===== src/ulf_pkg.sv =====
// Package for the per-channel UART line, FIFO and modem control block.
package ulf_pkg;

  // ************************************************************
  // Register offsets (byte addresses, one aligned word each)
  // ************************************************************
  localparam logic [3:0] ULF_OFF_FIFO_SETUP = 4'h0;
  localparam logic [3:0] ULF_OFF_LINE_FORMAT = 4'h4;
  localparam logic [3:0] ULF_OFF_LINE_OUTPUTS = 4'h8;
  localparam logic [3:0] ULF_OFF_LINE_CONDITION = 4'hC;

  // ************************************************************
  // Reset values
  // ************************************************************
  localparam logic [7:0] ULF_RST_BYTE = 8'h00;
  localparam logic [5:0] ULF_CNT_ZERO = 6'h00;
  localparam logic [5:0] ULF_CNT_ONE = 6'h01;

  // ************************************************************
  // Field positions in fifo_setup
  // ************************************************************
  localparam int ULF_FS_ENABLE = 0;
  localparam int ULF_FS_RX_CLR = 1;
  localparam int ULF_FS_TX_CLR = 2;
  localparam int ULF_FS_DMA = 3;
  localparam int ULF_FS_TXTRIG_LO = 4;
  localparam int ULF_FS_RXTRIG_LO = 6;

  // ************************************************************
  // Field positions in line_format
  // ************************************************************
  localparam int ULF_LF_LEN_LO = 0;
  localparam int ULF_LF_STOP = 2;
  localparam int ULF_LF_PAR_EN = 3;
  localparam int ULF_LF_PAR_EVEN = 4;
  localparam int ULF_LF_PAR_FORCE = 5;
  localparam int ULF_LF_BREAK = 6;
  localparam int ULF_LF_DIVISOR = 7;

  // ************************************************************
  // Field positions in line_outputs_control
  // ************************************************************
  localparam int ULF_LO_TERM_RDY = 0;
  localparam int ULF_LO_REQ_SEND = 1;
  localparam int ULF_LO_IR_POL = 2;
  localparam int ULF_LO_INT_EN = 3;
  localparam int ULF_LO_LOOP = 4;
  localparam int ULF_LO_ANY_RESUME = 5;
  localparam int ULF_LO_IR_EN = 6;
  localparam int ULF_LO_PRESCALE = 7;

  // ************************************************************
  // Trigger levels in characters
  // ************************************************************
  localparam logic [5:0] ULF_TX_TRIG_00 = 6'h10;
  localparam logic [5:0] ULF_TX_TRIG_01 = 6'h08;
  localparam logic [5:0] ULF_TX_TRIG_10 = 6'h18;
  localparam logic [5:0] ULF_TX_TRIG_11 = 6'h1E;
  localparam logic [5:0] ULF_RX_TRIG_00 = 6'h08;
  localparam logic [5:0] ULF_RX_TRIG_01 = 6'h10;
  localparam logic [5:0] ULF_RX_TRIG_10 = 6'h18;
  localparam logic [5:0] ULF_RX_TRIG_11 = 6'h1C;
  localparam logic [5:0] ULF_TRIG_DEFAULT = 6'h01;
  localparam logic [5:0] ULF_FIFO_DEPTH = 6'h20;

  // ************************************************************
  // Character format constants
  // ************************************************************
  localparam logic [3:0] ULF_LEN_BASE = 4'h5;
  // Stop length in half bit times: 2 = one, 3 = one and a half, 4 = two.
  localparam logic [2:0] ULF_STOP_ONE = 3'h2;
  localparam logic [2:0] ULF_STOP_ONE_HALF = 3'h3;
  localparam logic [2:0] ULF_STOP_TWO = 3'h4;
  localparam logic [2:0] ULF_PRESCALE_MAX = 3'h3;

  // Bus access sequencing states.
  typedef enum logic [2:0] {
    ULF_IDLE = 3'b001,
    ULF_BUSY = 3'b010,
    ULF_DONE = 3'b100
  } ulf_bus_e;

endpackage

===== src/ulf_channel.sv =====
// Per-channel UART line format, FIFO setup and modem output control block.
module ulf_channel
  import ulf_pkg::*;
#(
  parameter int FIFO_DEPTH = 32
) (
  input wire logic sys_clk,
  input wire logic reset_n,
  input wire logic [3:0] avs_address,
  input wire logic avs_read,
  input wire logic avs_write,
  input wire logic [31:0] avs_writedata,
  input wire logic [3:0] avs_byteenable,
  output logic [31:0] avs_readdata,
  output logic avs_waitrequest,
  input wire logic enhanced_feature_gate,
  input wire logic tx_push,
  input wire logic tx_pop,
  input wire logic rx_push,
  input wire logic rx_pop,
  input wire logic rx_char_valid,
  input wire logic rx_char_is_flow,
  input wire logic soft_flow_active,
  input wire logic tx_halted,
  input wire logic serial_in,
  input wire logic ir_in,
  input wire logic tx_serial_raw,
  input wire logic ir_tx_raw,
  output logic serial_out_q,
  output logic ir_out_q,
  output logic terminal_ready_n_q,
  output logic request_send_n_q,
  output logic spare_output_one_n_q,
  output logic spare_output_two_n_q,
  output logic int_out_oe_n_q,
  output logic tx_request_pin_n_q,
  output logic rx_request_pin_n_q,
  output logic tx_int_q,
  output logic rx_int_q,
  output logic divisor_select_q,
  output logic [3:0] data_bits_q,
  output logic [2:0] stop_halfbits_q,
  output logic parity_en_q,
  output logic parity_fixed_q,
  output logic parity_value_q,
  output logic parity_even_q,
  output logic loopback_q,
  output logic ring_loop_q,
  output logic rx_line_q,
  output logic resume_tx_q,
  output logic rx_store_q,
  output logic baud_tick_q
);

  // ************************************************************
  // Elaboration check
  // ************************************************************
  if (FIFO_DEPTH != 32) begin : g_bad_depth
    $error("ulf_channel: trigger table assumes a 32-entry FIFO");
  end

  // ************************************************************
  // Decode functions
  // ************************************************************

  // Transmit trigger by code.
  function automatic logic [5:0] tx_level(input logic [1:0] code);
    logic [5:0] r;
    r = ULF_TX_TRIG_00;
    unique case (code)
      2'h0: r = ULF_TX_TRIG_00;
      2'h1: r = ULF_TX_TRIG_01;
      2'h2: r = ULF_TX_TRIG_10;
      2'h3: r = ULF_TX_TRIG_11;
    endcase
    return r;
  endfunction

  // Receive trigger by code.
  function automatic logic [5:0] rx_level(input logic [1:0] code);
    logic [5:0] r;
    r = ULF_RX_TRIG_00;
    unique case (code)
      2'h0: r = ULF_RX_TRIG_00;
      2'h1: r = ULF_RX_TRIG_01;
      2'h2: r = ULF_RX_TRIG_10;
      2'h3: r = ULF_RX_TRIG_11;
    endcase
    return r;
  endfunction

  // ************************************************************
  // Bus slave
  // ************************************************************

  // Every access takes three cycles: taken in IDLE, written in BUSY, answered in DONE.
  ulf_bus_e state_q;
  ulf_bus_e state_d;
  wire logic req = avs_read || avs_write;
  wire logic hit_fifo = (avs_address == ULF_OFF_FIFO_SETUP);
  wire logic hit_format = (avs_address == ULF_OFF_LINE_FORMAT);
  wire logic hit_outputs = (avs_address == ULF_OFF_LINE_OUTPUTS);
  wire logic hit_cond = (avs_address == ULF_OFF_LINE_CONDITION);
  wire logic fire = (state_q == ULF_BUSY);
  wire logic wr_lane = fire && avs_write && avs_byteenable[0];
  wire logic [7:0] wbyte = avs_writedata[7:0];

  // Access sequencer.
  always_comb begin
    state_d = state_q;
    unique case (state_q)
      ULF_IDLE: state_d = req ? ULF_BUSY : ULF_IDLE;
      ULF_BUSY: state_d = ULF_DONE;
      ULF_DONE: state_d = ULF_IDLE;
      default: state_d = ULF_IDLE;
    endcase
  end

  // ************************************************************
  // Control registers
  // ************************************************************
  logic [7:0] fifo_setup_q;
  logic [7:0] line_format_q;
  logic [7:0] line_outputs_control_q;
  logic fifo_on_q;
  logic [5:0] tx_trig_q;
  logic [5:0] rx_trig_q;

  // Only fifo_on_q takes every write; the other fields count only when the enable bit rides along.
  // enable in same write
  wire logic fs_write = wr_lane && hit_fifo && wbyte[ULF_FS_ENABLE];
  wire logic tx_clear = fs_write && wbyte[ULF_FS_TX_CLR];
  wire logic rx_clear = fs_write && wbyte[ULF_FS_RX_CLR];
  // Transmit trigger field only lands while the enhanced gate is open.
  // enhanced gate
  wire logic [1:0] tx_code = enhanced_feature_gate ?
    wbyte[ULF_FS_TXTRIG_LO +: 2] : fifo_setup_q[ULF_FS_TXTRIG_LO +: 2];
  wire logic [1:0] rx_code = wbyte[ULF_FS_RXTRIG_LO +: 2];
  // Enhanced-only bits of line_outputs_control keep their value when gated.
  wire logic [7:0] lo_mask = enhanced_feature_gate ? 8'hFF : 8'h1F;
  wire logic [7:0] lo_next = (wbyte & lo_mask) | (line_outputs_control_q & ~lo_mask);

  // Register file update; the clear bits never stay stored.
  always_ff @(posedge sys_clk) begin
    if (!reset_n) begin
      state_q <= ULF_IDLE;
      fifo_setup_q <= ULF_RST_BYTE;
      line_format_q <= ULF_RST_BYTE;
      line_outputs_control_q <= ULF_RST_BYTE;
      fifo_on_q <= 1'b0;
      tx_trig_q <= ULF_TRIG_DEFAULT;
      rx_trig_q <= ULF_TRIG_DEFAULT;
    end else begin
      state_q <= state_d;
      if (wr_lane && hit_fifo) begin
        fifo_on_q <= wbyte[ULF_FS_ENABLE];
      end
      if (fs_write) begin
        fifo_setup_q <= {rx_code, tx_code, wbyte[ULF_FS_DMA], 2'h0, 1'b1};
        tx_trig_q <= (tx_code == 2'h0) ? rx_level(rx_code) : tx_level(tx_code);
        rx_trig_q <= (rx_code == 2'h0) ? tx_level(tx_code) : rx_level(rx_code);
        if (tx_code == 2'h0 && rx_code == 2'h0) begin
          tx_trig_q <= ULF_TRIG_DEFAULT;
          rx_trig_q <= ULF_TRIG_DEFAULT;
        end
      end
      if (wr_lane && hit_format) begin
        line_format_q <= wbyte;
      end
      if (wr_lane && hit_outputs) begin
        line_outputs_control_q <= lo_next;
      end
    end
  end

  // ************************************************************
  // FIFO occupancy and triggers
  // ************************************************************
  logic [5:0] tx_count;
  logic [5:0] rx_count;
  logic tx_flag;
  logic rx_flag;
  // Receive FIFO store decision for software flow control.
  // flow characters dropped
  wire logic rx_store_d = !(rx_char_is_flow && soft_flow_active);

  ulf_fifo_level #(.DEPTH(FIFO_DEPTH)) u_tx_level (
    .sys_clk(sys_clk),
    .reset_n(reset_n),
    .clear(tx_clear),
    .push(tx_push),
    .pop(tx_pop),
    .is_tx(1'b1),
    .trigger(tx_trig_q),
    .level_q(tx_count),
    .flag_q(tx_flag)
  );

  ulf_fifo_level #(.DEPTH(FIFO_DEPTH)) u_rx_level (
    .sys_clk(sys_clk),
    .reset_n(reset_n),
    .clear(rx_clear),
    .push(rx_push && rx_store_d),
    .pop(rx_pop),
    .is_tx(1'b0),
    .trigger(rx_trig_q),
    .level_q(rx_count),
    .flag_q(rx_flag)
  );

  // ************************************************************
  // Derived line controls
  // ************************************************************
  wire logic [1:0] len_code = line_format_q[ULF_LF_LEN_LO +: 2];
  wire logic stop_long = line_format_q[ULF_LF_STOP];
  wire logic par_even = line_format_q[ULF_LF_PAR_EVEN];
  wire logic ir_mode = line_outputs_control_q[ULF_LO_IR_EN];
  wire logic loop_mode = line_outputs_control_q[ULF_LO_LOOP];
  wire logic dma_mode = fifo_setup_q[ULF_FS_DMA] && fifo_on_q;
  wire logic [3:0] bits_d = ULF_LEN_BASE + {2'h0, len_code};
  wire logic [2:0] stop_d = !stop_long ? ULF_STOP_ONE :
    (len_code == 2'h0) ? ULF_STOP_ONE_HALF : ULF_STOP_TWO;
  // request pin modes; normal mode frees the transmit pin and asserts the receive pin as soon as data moves.
  wire logic tx_req_d = dma_mode ? (tx_count == ULF_FIFO_DEPTH) : (tx_count != ULF_CNT_ZERO);
  wire logic rx_req_d = dma_mode ? !rx_flag : (rx_count == ULF_CNT_ZERO);
  wire logic ir_decoded = ir_in ^ ~line_outputs_control_q[ULF_LO_IR_POL];
  wire logic tx_line_d = line_format_q[ULF_LF_BREAK] ? 1'b0 : tx_serial_raw;
  wire logic rx_line_d = loop_mode ? tx_line_d : (ir_mode ? ir_decoded : serial_in);
  // Loopback keeps the outside line at mark.
  wire logic serial_d = loop_mode ? 1'b1 : (ir_mode ? 1'b1 : tx_line_d);
  wire logic ir_d = (ir_mode && !loop_mode) ? (ir_tx_raw && tx_line_d) : 1'b0;
  wire logic [7:0] cond_byte = {7'h00, rx_count != ULF_CNT_ZERO};
  logic [1:0] pre_q;

  // Line pins and decoded format, all registered.
  always_ff @(posedge sys_clk) begin
    if (!reset_n) begin
      serial_out_q <= 1'b1;
      ir_out_q <= 1'b0;
      terminal_ready_n_q <= 1'b1;
      request_send_n_q <= 1'b1;
      spare_output_one_n_q <= 1'b1;
      spare_output_two_n_q <= 1'b1;
      int_out_oe_n_q <= 1'b1;
      tx_request_pin_n_q <= 1'b0;
      rx_request_pin_n_q <= 1'b1;
      tx_int_q <= 1'b0;
      rx_int_q <= 1'b0;
      divisor_select_q <= 1'b0;
      data_bits_q <= ULF_LEN_BASE;
      stop_halfbits_q <= ULF_STOP_ONE;
      parity_en_q <= 1'b0;
      parity_fixed_q <= 1'b0;
      parity_value_q <= 1'b1;
      parity_even_q <= 1'b0;
      loopback_q <= 1'b0;
      ring_loop_q <= 1'b0;
      rx_line_q <= 1'b1;
      resume_tx_q <= 1'b0;
      rx_store_q <= 1'b1;
      baud_tick_q <= 1'b0;
      pre_q <= 2'h0;
    end else begin
      serial_out_q <= serial_d;
      ir_out_q <= ir_d;
      terminal_ready_n_q <= ~line_outputs_control_q[ULF_LO_TERM_RDY];
      request_send_n_q <= ~line_outputs_control_q[ULF_LO_REQ_SEND];
      spare_output_one_n_q <= ~line_outputs_control_q[ULF_LO_IR_POL];
      spare_output_two_n_q <= ~line_outputs_control_q[ULF_LO_INT_EN];
      int_out_oe_n_q <= ~line_outputs_control_q[ULF_LO_INT_EN];
      tx_request_pin_n_q <= tx_req_d;
      rx_request_pin_n_q <= rx_req_d;
      tx_int_q <= fifo_on_q ? tx_flag : (tx_count == ULF_CNT_ZERO);
      rx_int_q <= rx_flag;
      divisor_select_q <= line_format_q[ULF_LF_DIVISOR];
      data_bits_q <= bits_d;
      stop_halfbits_q <= stop_d;
      parity_en_q <= line_format_q[ULF_LF_PAR_EN];
      parity_fixed_q <= line_format_q[ULF_LF_PAR_FORCE];
      parity_value_q <= ~par_even;
      parity_even_q <= par_even;
      loopback_q <= loop_mode;
      ring_loop_q <= loop_mode && line_outputs_control_q[ULF_LO_IR_POL];
      rx_line_q <= rx_line_d;
      resume_tx_q <= line_outputs_control_q[ULF_LO_ANY_RESUME] && rx_char_valid && tx_halted;
      rx_store_q <= rx_store_d;
      if (!line_outputs_control_q[ULF_LO_PRESCALE]) begin
        pre_q <= 2'h0;
        baud_tick_q <= 1'b1;
      end else begin
        pre_q <= pre_q + 2'h1;
        baud_tick_q <= (pre_q == ULF_PRESCALE_MAX[1:0]);
      end
    end
  end

  // ************************************************************
  // Read data and wait request
  // ************************************************************

  // Unmapped and write-only locations read as zero.
  wire logic [7:0] rbyte = hit_format ? line_format_q :
    hit_outputs ? line_outputs_control_q : hit_cond ? cond_byte : ULF_RST_BYTE;
  wire logic wait_d = !(state_d == ULF_DONE);

  // Answer registers; waitrequest drops for one cycle at DONE.
  always_ff @(posedge sys_clk) begin
    if (!reset_n) begin
      avs_readdata <= 32'h0000_0000;
      avs_waitrequest <= 1'b1;
    end else begin
      avs_readdata <= {24'h000000, rbyte};
      avs_waitrequest <= wait_d;
    end
  end

endmodule


===== src/ulf_fifo_level.sv =====
// Occupancy counter and trigger flag generator for one channel FIFO.
module ulf_fifo_level
  import ulf_pkg::*;
#(
  parameter int DEPTH = 32
) (
  input wire logic sys_clk,
  input wire logic reset_n,
  input wire logic clear,
  input wire logic push,
  input wire logic pop,
  input wire logic is_tx,
  input wire logic [5:0] trigger,
  output logic [5:0] level_q,
  output logic flag_q
);

  // ************************************************************
  // Elaboration check
  // ************************************************************
  if (DEPTH < 2 || DEPTH > 63) begin : g_bad_depth
    $error("ulf_fifo_level: DEPTH out of range");
  end

  // Push ignored when full, pop ignored when empty.
  wire logic do_push = push && (level_q != 6'(DEPTH));
  wire logic do_pop = pop && (level_q != ULF_CNT_ZERO);
  logic [5:0] level_d;
  // Remembers whether the last reload lifted the level above the trigger.
  logic filled_q;
  logic filled_d;
  logic flag_d;

  // Next occupancy and trigger flag.
  always_comb begin
    level_d = level_q;
    if (clear) begin
      level_d = ULF_CNT_ZERO;
    end else if (do_push && !do_pop) begin
      level_d = level_q + ULF_CNT_ONE;
    end else if (do_pop && !do_push) begin
      level_d = level_q - ULF_CNT_ONE;
    end
    filled_d = filled_q;
    if (level_d > trigger) begin
      filled_d = 1'b1;
    end else if (level_d == ULF_CNT_ZERO) begin
      filled_d = 1'b0;
    end
    if (is_tx) begin
      flag_d = filled_q ? (level_d < trigger) : (level_d == ULF_CNT_ZERO);
    end else begin
      flag_d = (level_d >= trigger);
    end
  end

  // Occupancy registers.
  always_ff @(posedge sys_clk) begin
    if (!reset_n) begin
      level_q <= ULF_CNT_ZERO;
      filled_q <= 1'b0;
      flag_q <= is_tx;
    end else begin
      level_q <= level_d;
      filled_q <= filled_d;
      flag_q <= flag_d;
    end
  end

endmodule


===== config.mk =====
export PLATFORM = sky130hd
export DESIGN_NAME = ulf_channel
export DESIGN_NICKNAME = d
export VERILOG_FILES = /design/src/ulf_pkg.sv /design/src/ulf_channel.sv /design/src/ulf_fifo_level.sv
export SDC_FILE = /design/constraint.sdc
export NUM_CORES = 1
export LEC_CHECK = 0
export BUFFER_PORTS_ARGS = -buffer_cell sky130_fd_sc_hd__buf_2
export CAP_MARGIN = 20
export CORE_MARGIN = 1.5
export CORE_UTILIZATION = 56
export DETAILED_ROUTE_END_ITERATION = 10
export PLACE_DENSITY = 0.83
export SETUP_SLACK_MARGIN = 0.5
export SLEW_MARGIN = 20
export SYNTH_ARGS = -nofsm -noshare
export SYNTH_HDL_FRONTEND = slang
export SYNTH_SLANG_ARGS = --single-unit
export TNS_END_PERCENT = 5

===== constraint.sdc =====
create_clock -name sys_clk -period 7.1 [get_ports sys_clk]
set_input_delay 0.71 -clock sys_clk [delete_from_list [all_inputs] [get_ports sys_clk]]
set_output_delay 0.71 -clock sys_clk [all_outputs]
set_load 0.01 [all_outputs]

# Word-level counts from Yosys, hierarchy flattened
# Index checks and enable logic that the tools add are counted.
[totals] reg_bits=114 latchBits=0 ramBits=0 mem_bits_ro=0 inputBits=57 out_inout_bits=62 wordCells=155 mem_count=0
[classes] addsub=6 multipliers=0 div_mod_pow=0 n_lt_le_gt_ge=3 eq_ne=16 shifts=0 n_mux=32 bitwise=11 reduce_logical=48
[op_table] operator="6-bit 2-to-1 mux" n=10
[op_table] operator="6-bit one-hot mux with 4 select lines" n=2
[op_table] operator="6-bit one-hot mux with 3 select lines" n=2
[op_table] operator="1-bit logical AND" n=25
[op_table] operator="8-bit 2-to-1 mux" n=3
[op_table] operator="6-bit zero test" n=3
[op_table] operator="8-bit AND" n=2
[op_table] operator="6-bit by 1-bit adder with 6-bit output (second input constant)" n=2
[op_table] operator="6-bit != test (second input constant)" n=2
[op_table] operator="6-bit nonzero test" n=2
[op_table] operator="6-bit by 1-bit subtractor with 6-bit output (second input constant)" n=2
[op_table] operator="1-bit 2-to-1 mux" n=11
[op_table] operator="2-bit == test (second input constant)" n=5
[op_table] operator="4-bit == test (second input constant)" n=2
[op_table] operator="1-bit zero test" n=8
[op_table] operator="8-bit inverter" n=1
[op_table] operator="8-bit bitwise OR" n=1
[op_table] operator="6-bit == test (second input constant)" n=1
[op_table] operator="6-bit greater-or-equal comparator" n=1
[op_table] operator="6-bit > comparator" n=1
[op_table] operator="2-bit zero test" n=3
[op_table] operator="6-bit less-than comparator" n=1
[op_table] operator="1-bit inverter" n=6
[op_table] operator="3-bit one-hot mux with 2 select lines" n=1
[op_table] operator="other kinds (15)" n=19

# Logic depth before layout (Yosys ltp)
[depth] depth_word=10 depth_mapped=15 mapped_depth_nobuf=15

# Modules after synthesis
# From an unflattened synthesis, not the netlist that was laid out.
[unflattened] hier_cells=565 hier_area_um2=4867.2
[modules_own_cells] module="ulf_channel" instances=1 cells_per_inst=281 area_each_um2=2800.2 seq_area_each_um2=1421.4
[modules_own_cells] module="ulf_fifo_level" instances=2 cells_per_inst=142 area_each_um2=1033.5 seq_area_each_um2=160.2

# Worst setup path after synthesis
# Ideal clock, no wire load.
[synth_timing] path_type="register to register" startpoint="register u_rx_level.level_q[0]" endpoint="register u_rx_level.flag_q" setup_ns=0.128 arrival_ns=2.997 required_time_ns=6.972 path_slack_ns=3.976 stages_incl_launch_ff=15 path_buffers=0 synth_period_minus_slack_ns=3.124 path_cell_list="dfxtp_1 -> inv_1 -> ha_1 -> or4b_2 -> o21ai_1 -> a21oi_1 -> xnor2_1 -> or2_2 -> ha_1 -> nand2b_1 -> a21o_1 -> a21o_1 -> a21o_1 -> a21oi_1 -> o21bai_1"
[synth_between] elab_chain_cells=8 word_cells_on_any_way=14 classes_between="add/sub: 2; order compare: 1; eq/ne: 1; mux: 3; reduce/logical: 7"
[synth_rtl] element="start: declaration" line_no="ulf_fifo_level.sv:14" rtl="output logic [5:0] level_q,"
[synth_rtl] element="start signal: assignment" line_no="ulf_fifo_level.sv:64" rtl="level_q <= level_d;"
[synth_rtl] element="parallel branches: the longest is 5 deep, another holds 6-bit by 1-bit subtractor with 6-bit output"
[synth_rtl] element="6-bit 2-to-1 mux *" line_no="ulf_fifo_level.sv:39" rtl="end else if (do_push && !do_pop) begin"
[synth_rtl] element="6-bit 2-to-1 mux *" line_no="ulf_fifo_level.sv:37" rtl="if (clear) begin"
[synth_rtl] element="6-bit greater-or-equal comparator *" line_no="ulf_fifo_level.sv:53" rtl="flag_d = (level_d >= trigger);"
[synth_rtl] element="end signal: assignment" line_no="ulf_fifo_level.sv:62" rtl="flag_q <= is_tx;"
[synth_rtl] element="end signal: assignment" line_no="ulf_fifo_level.sv:66" rtl="flag_q <= flag_d;"
[synth_rtl] element="end: declaration" line_no="ulf_fifo_level.sv:15" rtl="output logic flag_q"
# Every way passes the cells marked *.
# A chain may end at the register's enable or synchronous reset.

# Worst setup path in the final report
# Same ends and word-level chain as after synthesis.

==> metrics <==
outcome=completed; pin slew with the least headroom to its limit=0.6332 ns; Core Box Area=6869 sq um; die area=around 7700 sq um; wire length reported by the detailed router=approximately 8.4 mm; number of warnings reported in the yosys synthesis log=0; clock transition time at the flip-flop clock pins of the worst setup and hold paths=0.09 ns; relative slew slack=57.52%; first-pass GRT wire length=13.48 mm; setup slack after placement=3.593 ns; Inserted Clock Buffers=9; number of enable flip-flop cells after synthesis=0; wire length per cell=around 13 um; maximum single-stage delay on the critical path=0.66 ns; worst ir drop on vdd=157.1 uV; post-synthesis sequential area ratio=42.67%; Worst EP arrival=between 3 and 4 ns; number of remaining DRC errors=0; overflow left after global routing=0; Max-Cap Viols=0; GRT Total Usage=22.33%; first-iteration detailed-routing DRC count=192; clock tree from TritonCTS=done; width of the die=87.89 um; worst hold path type=reg -> reg; length of the first detailed-routing pass in iterations=5; final-report hold violation count=0; min Tclk post-route=3.452 ns; type of element launching the critical path=flip-flop; Data required, critical path=7.34 ns; CTS root buffer=sky130_fd_sc_hd__clkbuf_8; number of instances in the synthesized netlist=approximately 470; instance count along the most critical hold path=1; vias per std cell=between 5 and 6; Worst Skew=0.005386 ns; post-synthesis async set-or-reset flop share=0%; setup repair after global routing missed its margin=no; worst path setup slack after routing=approximately 3.6 ns; clock sinks=86; Post-synth top flop=sky130_fd_sc_hd__dfxtp_1; crit-path max FO=5; largest net degree at the start of global routing=40; total via count after detailed routing=3412; CTS Hold Bufs=0; post-CTS repair timing setup buffer count=0; n_diodes=0; Final #Nets=604; number of distinct library cells after synthesis=63; kind of capture point of the worst setup path=flip-flop; number of gates given a new drive strength after cts=0; post-synthesis to final-layout area growth=13.40%; fillcell total=583; number of cells on the worst reg-to-reg path=14; Setup Viol. Count Final=0; proportion of netlist area held by the largest area contributor=42.67%; number of antenna violations at the first check in global routing=0; DP HPWL=5.932 mm; total power of the final layout=between 1500 and 2000 uW; smallest hold slack=0.4181 ns; ports placed on the boundary=roughly 120; critical path start-end classification=reg -> reg; number of synthesized register bits=86; CP most frequent cell=sky130_fd_sc_hd__a21o_1; library cell with the largest summed area after synthesis=sky130_fd_sc_hd__dfxtp_1; met2 routed WL=4.156 mm; clock buffer depth=2; Routed Antenna Nets=0; number of cell rows=30; Port Buffers=67; setup tns final=0 ns; Mapped Avg Cell Area=roughly 8.7 sq um; post-synthesis instance area=4035 sq um; P per Cell Area=353.0 nW/um^2; clock network latency to the later pin of the worst-skew pair=0.36 ns; via count of the first global-routing pass=3045; cell leakage power=0.001938 uW; highest-delay cell along the critical path=sky130_fd_sc_hd__or4b_2; top cells by area in the synthesized netlist=sky130_fd_sc_hd__dfxtp_1 (43%), sky130_fd_sc_hd__ha_1 (5.9%), sky130_fd_sc_hd__nor2_1 (4.9%); Max Used Layer=met4; chip height=87.89 um; met1 wire length=~3.6 mm; maximum clock frequency=a little under 300 MHz; critical-path cell list=inv_1, ha_1, or4b_2, o21ai_1, a21oi_1, xnor2_1, or2_2, ha_1, nand2b_1, a21o_1, a21o_1, a21o_1, a21oi_1, o21bai_1; fraction of final layout cells sized beyond drive strength 1=18.95%; level count of the clock H-tree=3; final critical-path share of the clock period=48.61%; number of max-slew violations in the final report=0; gp weighted congestion=between 0.8 and 0.9; starting density of the core=just under 60%; Detail Route met3 WL=613 um
-- sequential cells by signal, summed over array words and instances (netlist names), 2 cells and up, named ones only --
| register | flops |
|---|---|
| avs_readdata | 8 |
| data_bits_q | 4 |
| fifo_setup_q | 3 |
| line_format_q | 8 |
| line_outputs_control_q | 5 |
| pre_q | 2 |
| rx_trig_q | 4 |
| state_q | 3 |
| stop_halfbits_q | 3 |
| tx_trig_q | 5 |
| u_rx_level.level_q | 6 |
| u_tx_level.level_q | 6 |
-- worst max-delay path, delay by kind of cell (launching register included) --
family          cells  cell delay, ns
flops               1            0.35
compound gates      7            1.15
simple gates        3            1.09
buf+inv             1            0.11
fa+ha+maj           2            0.46
xor+xnor            1            0.16
-- path summary, 6_finish.rpt --
path | from | end | slack [ns]
max | u_rx_level.level_q[0]$_SDFF_PN0_ | u_rx_level.flag_q$_SDFF_PN0_ | 3.65
min | line_outputs_control_q[0]$_SDFFE_PN0P_ | terminal_ready_n_q$_SDFF_PN1_ | 0.42
max reg2reg | u_rx_level.level_q[0]$_SDFF_PN0_ | u_rx_level.flag_q$_SDFF_PN0_ | 3.65
min reg2reg | line_outputs_control_q[0]$_SDFFE_PN0P_ | terminal_ready_n_q$_SDFF_PN1_ | 0.42
-- cells in the mapped netlist (2+ instances only) --
library cell / number
sky130_fd_sc_hd__a211oi_1: 6
sky130_fd_sc_hd__a21boi_0: 3
sky130_fd_sc_hd__a21o_1: 3
sky130_fd_sc_hd__a21oi_1: 29
sky130_fd_sc_hd__a22oi_1: 8
sky130_fd_sc_hd__a311oi_1: 3
sky130_fd_sc_hd__a31oi_1: 2
sky130_fd_sc_hd__and2_1: 8
sky130_fd_sc_hd__and3_1: 8
sky130_fd_sc_hd__and4bb_2: 2
sky130_fd_sc_hd__buf_4: 25
sky130_fd_sc_hd__clkbuf_1: 14
sky130_fd_sc_hd__dfxtp_1: 86
sky130_fd_sc_hd__ha_1: 19
sky130_fd_sc_hd__inv_1: 23
sky130_fd_sc_hd__mux2i_1: 10
sky130_fd_sc_hd__nand2_1: 47
sky130_fd_sc_hd__nand2b_1: 8
sky130_fd_sc_hd__nand3_1: 25
sky130_fd_sc_hd__nand3b_1: 4
sky130_fd_sc_hd__nand4_1: 3
sky130_fd_sc_hd__nand4b_1: 3
sky130_fd_sc_hd__nor2_1: 53
sky130_fd_sc_hd__nor2b_1: 3
sky130_fd_sc_hd__nor3_1: 6
sky130_fd_sc_hd__nor3b_1: 2
sky130_fd_sc_hd__nor4_1: 3
sky130_fd_sc_hd__nor4b_1: 4
sky130_fd_sc_hd__o211ai_1: 4
sky130_fd_sc_hd__o21ai_0: 5
sky130_fd_sc_hd__o221ai_1: 2
sky130_fd_sc_hd__o22ai_1: 4
sky130_fd_sc_hd__or2_2: 3
sky130_fd_sc_hd__or3_1: 4
sky130_fd_sc_hd__xnor2_1: 4
sky130_fd_sc_hd__xor2_1: 2
-- kinds of logic (layout without fill, tap and decap cells) --
kind of cell             after synthesis  in the layout  share of synthesized area (%)
multiplexers                          11             11                          2.853
adder cells (fa/ha/maj)               19             19                          5.892
XOR/XNOR                               6              6                          1.302
AO/OA/AOI/OAI                         80             80                          13.12
flip-flops                            86             86                          42.67
buffers and inverters                 65            110                          8.589
AND/OR/NAND/NOR                      197            197                          25.49
other                                  1             24                        0.09293
-- where the power goes --
part	internal (uW)	switching, uW
Clock	178	183
Combinational	301	365
Sequential	533	54.7
-- cell usage in the layout (no fill, tap or decap), types with 5 or more instances in the layout --
cell                       count
sky130_fd_sc_hd__and3_1        8
sky130_fd_sc_hd__nor3_1        6
sky130_fd_sc_hd__ha_1         19
sky130_fd_sc_hd__nand2b_1      8
sky130_fd_sc_hd__and2_1        8
sky130_fd_sc_hd__mux2i_1      10
sky130_fd_sc_hd__buf_2        67
sky130_fd_sc_hd__conb_1       24
sky130_fd_sc_hd__nor2_1       53
sky130_fd_sc_hd__nand2_1      47
sky130_fd_sc_hd__a21oi_1      29
sky130_fd_sc_hd__clkbuf_8     10
sky130_fd_sc_hd__a22oi_1       8
sky130_fd_sc_hd__nand3_1      25
sky130_fd_sc_hd__inv_1        22
sky130_fd_sc_hd__a211oi_1      6
sky130_fd_sc_hd__dfxtp_1      86
sky130_fd_sc_hd__o21ai_0       5
-- through the flow --
stage               util [%]  std cells  area [sq um]
floorplan                  -        488          4121
global placement       63.35        612          4352
detailed placement     63.35        612          4352
CTS                    66.45        628          4564
global route           66.61        629          4576
finish                 66.61        629          4576
-- final cells by class --
class / instances / area [sq um] / share of cell area [%]
clock buffer: 10 / 137.6 / 3.008
multi-input combinational: 337 / 2066 / 45.15
tap: 96 / 120.1 / 2.625
timing repair buffer: 71 / 369.1 / 8.067
inverter: 23 / 86.33 / 1.887
sequential: 86 / 1722 / 37.63
clock inverter: 6 / 75.07 / 1.641
-- layer usage --
| metal | global-route usage, % | vias to the layer above |
|---|---|---|
| met5 | 0 | - |
| met4 | 6.926 | 0 |
| met3 | 6.221 | 14 |
| met1 | 27.49 | 1545 |
| li1 | - | 1708 |
| met2 | 37.89 | 145 |
No activity file was read; power rests on OpenSTA's default activity.
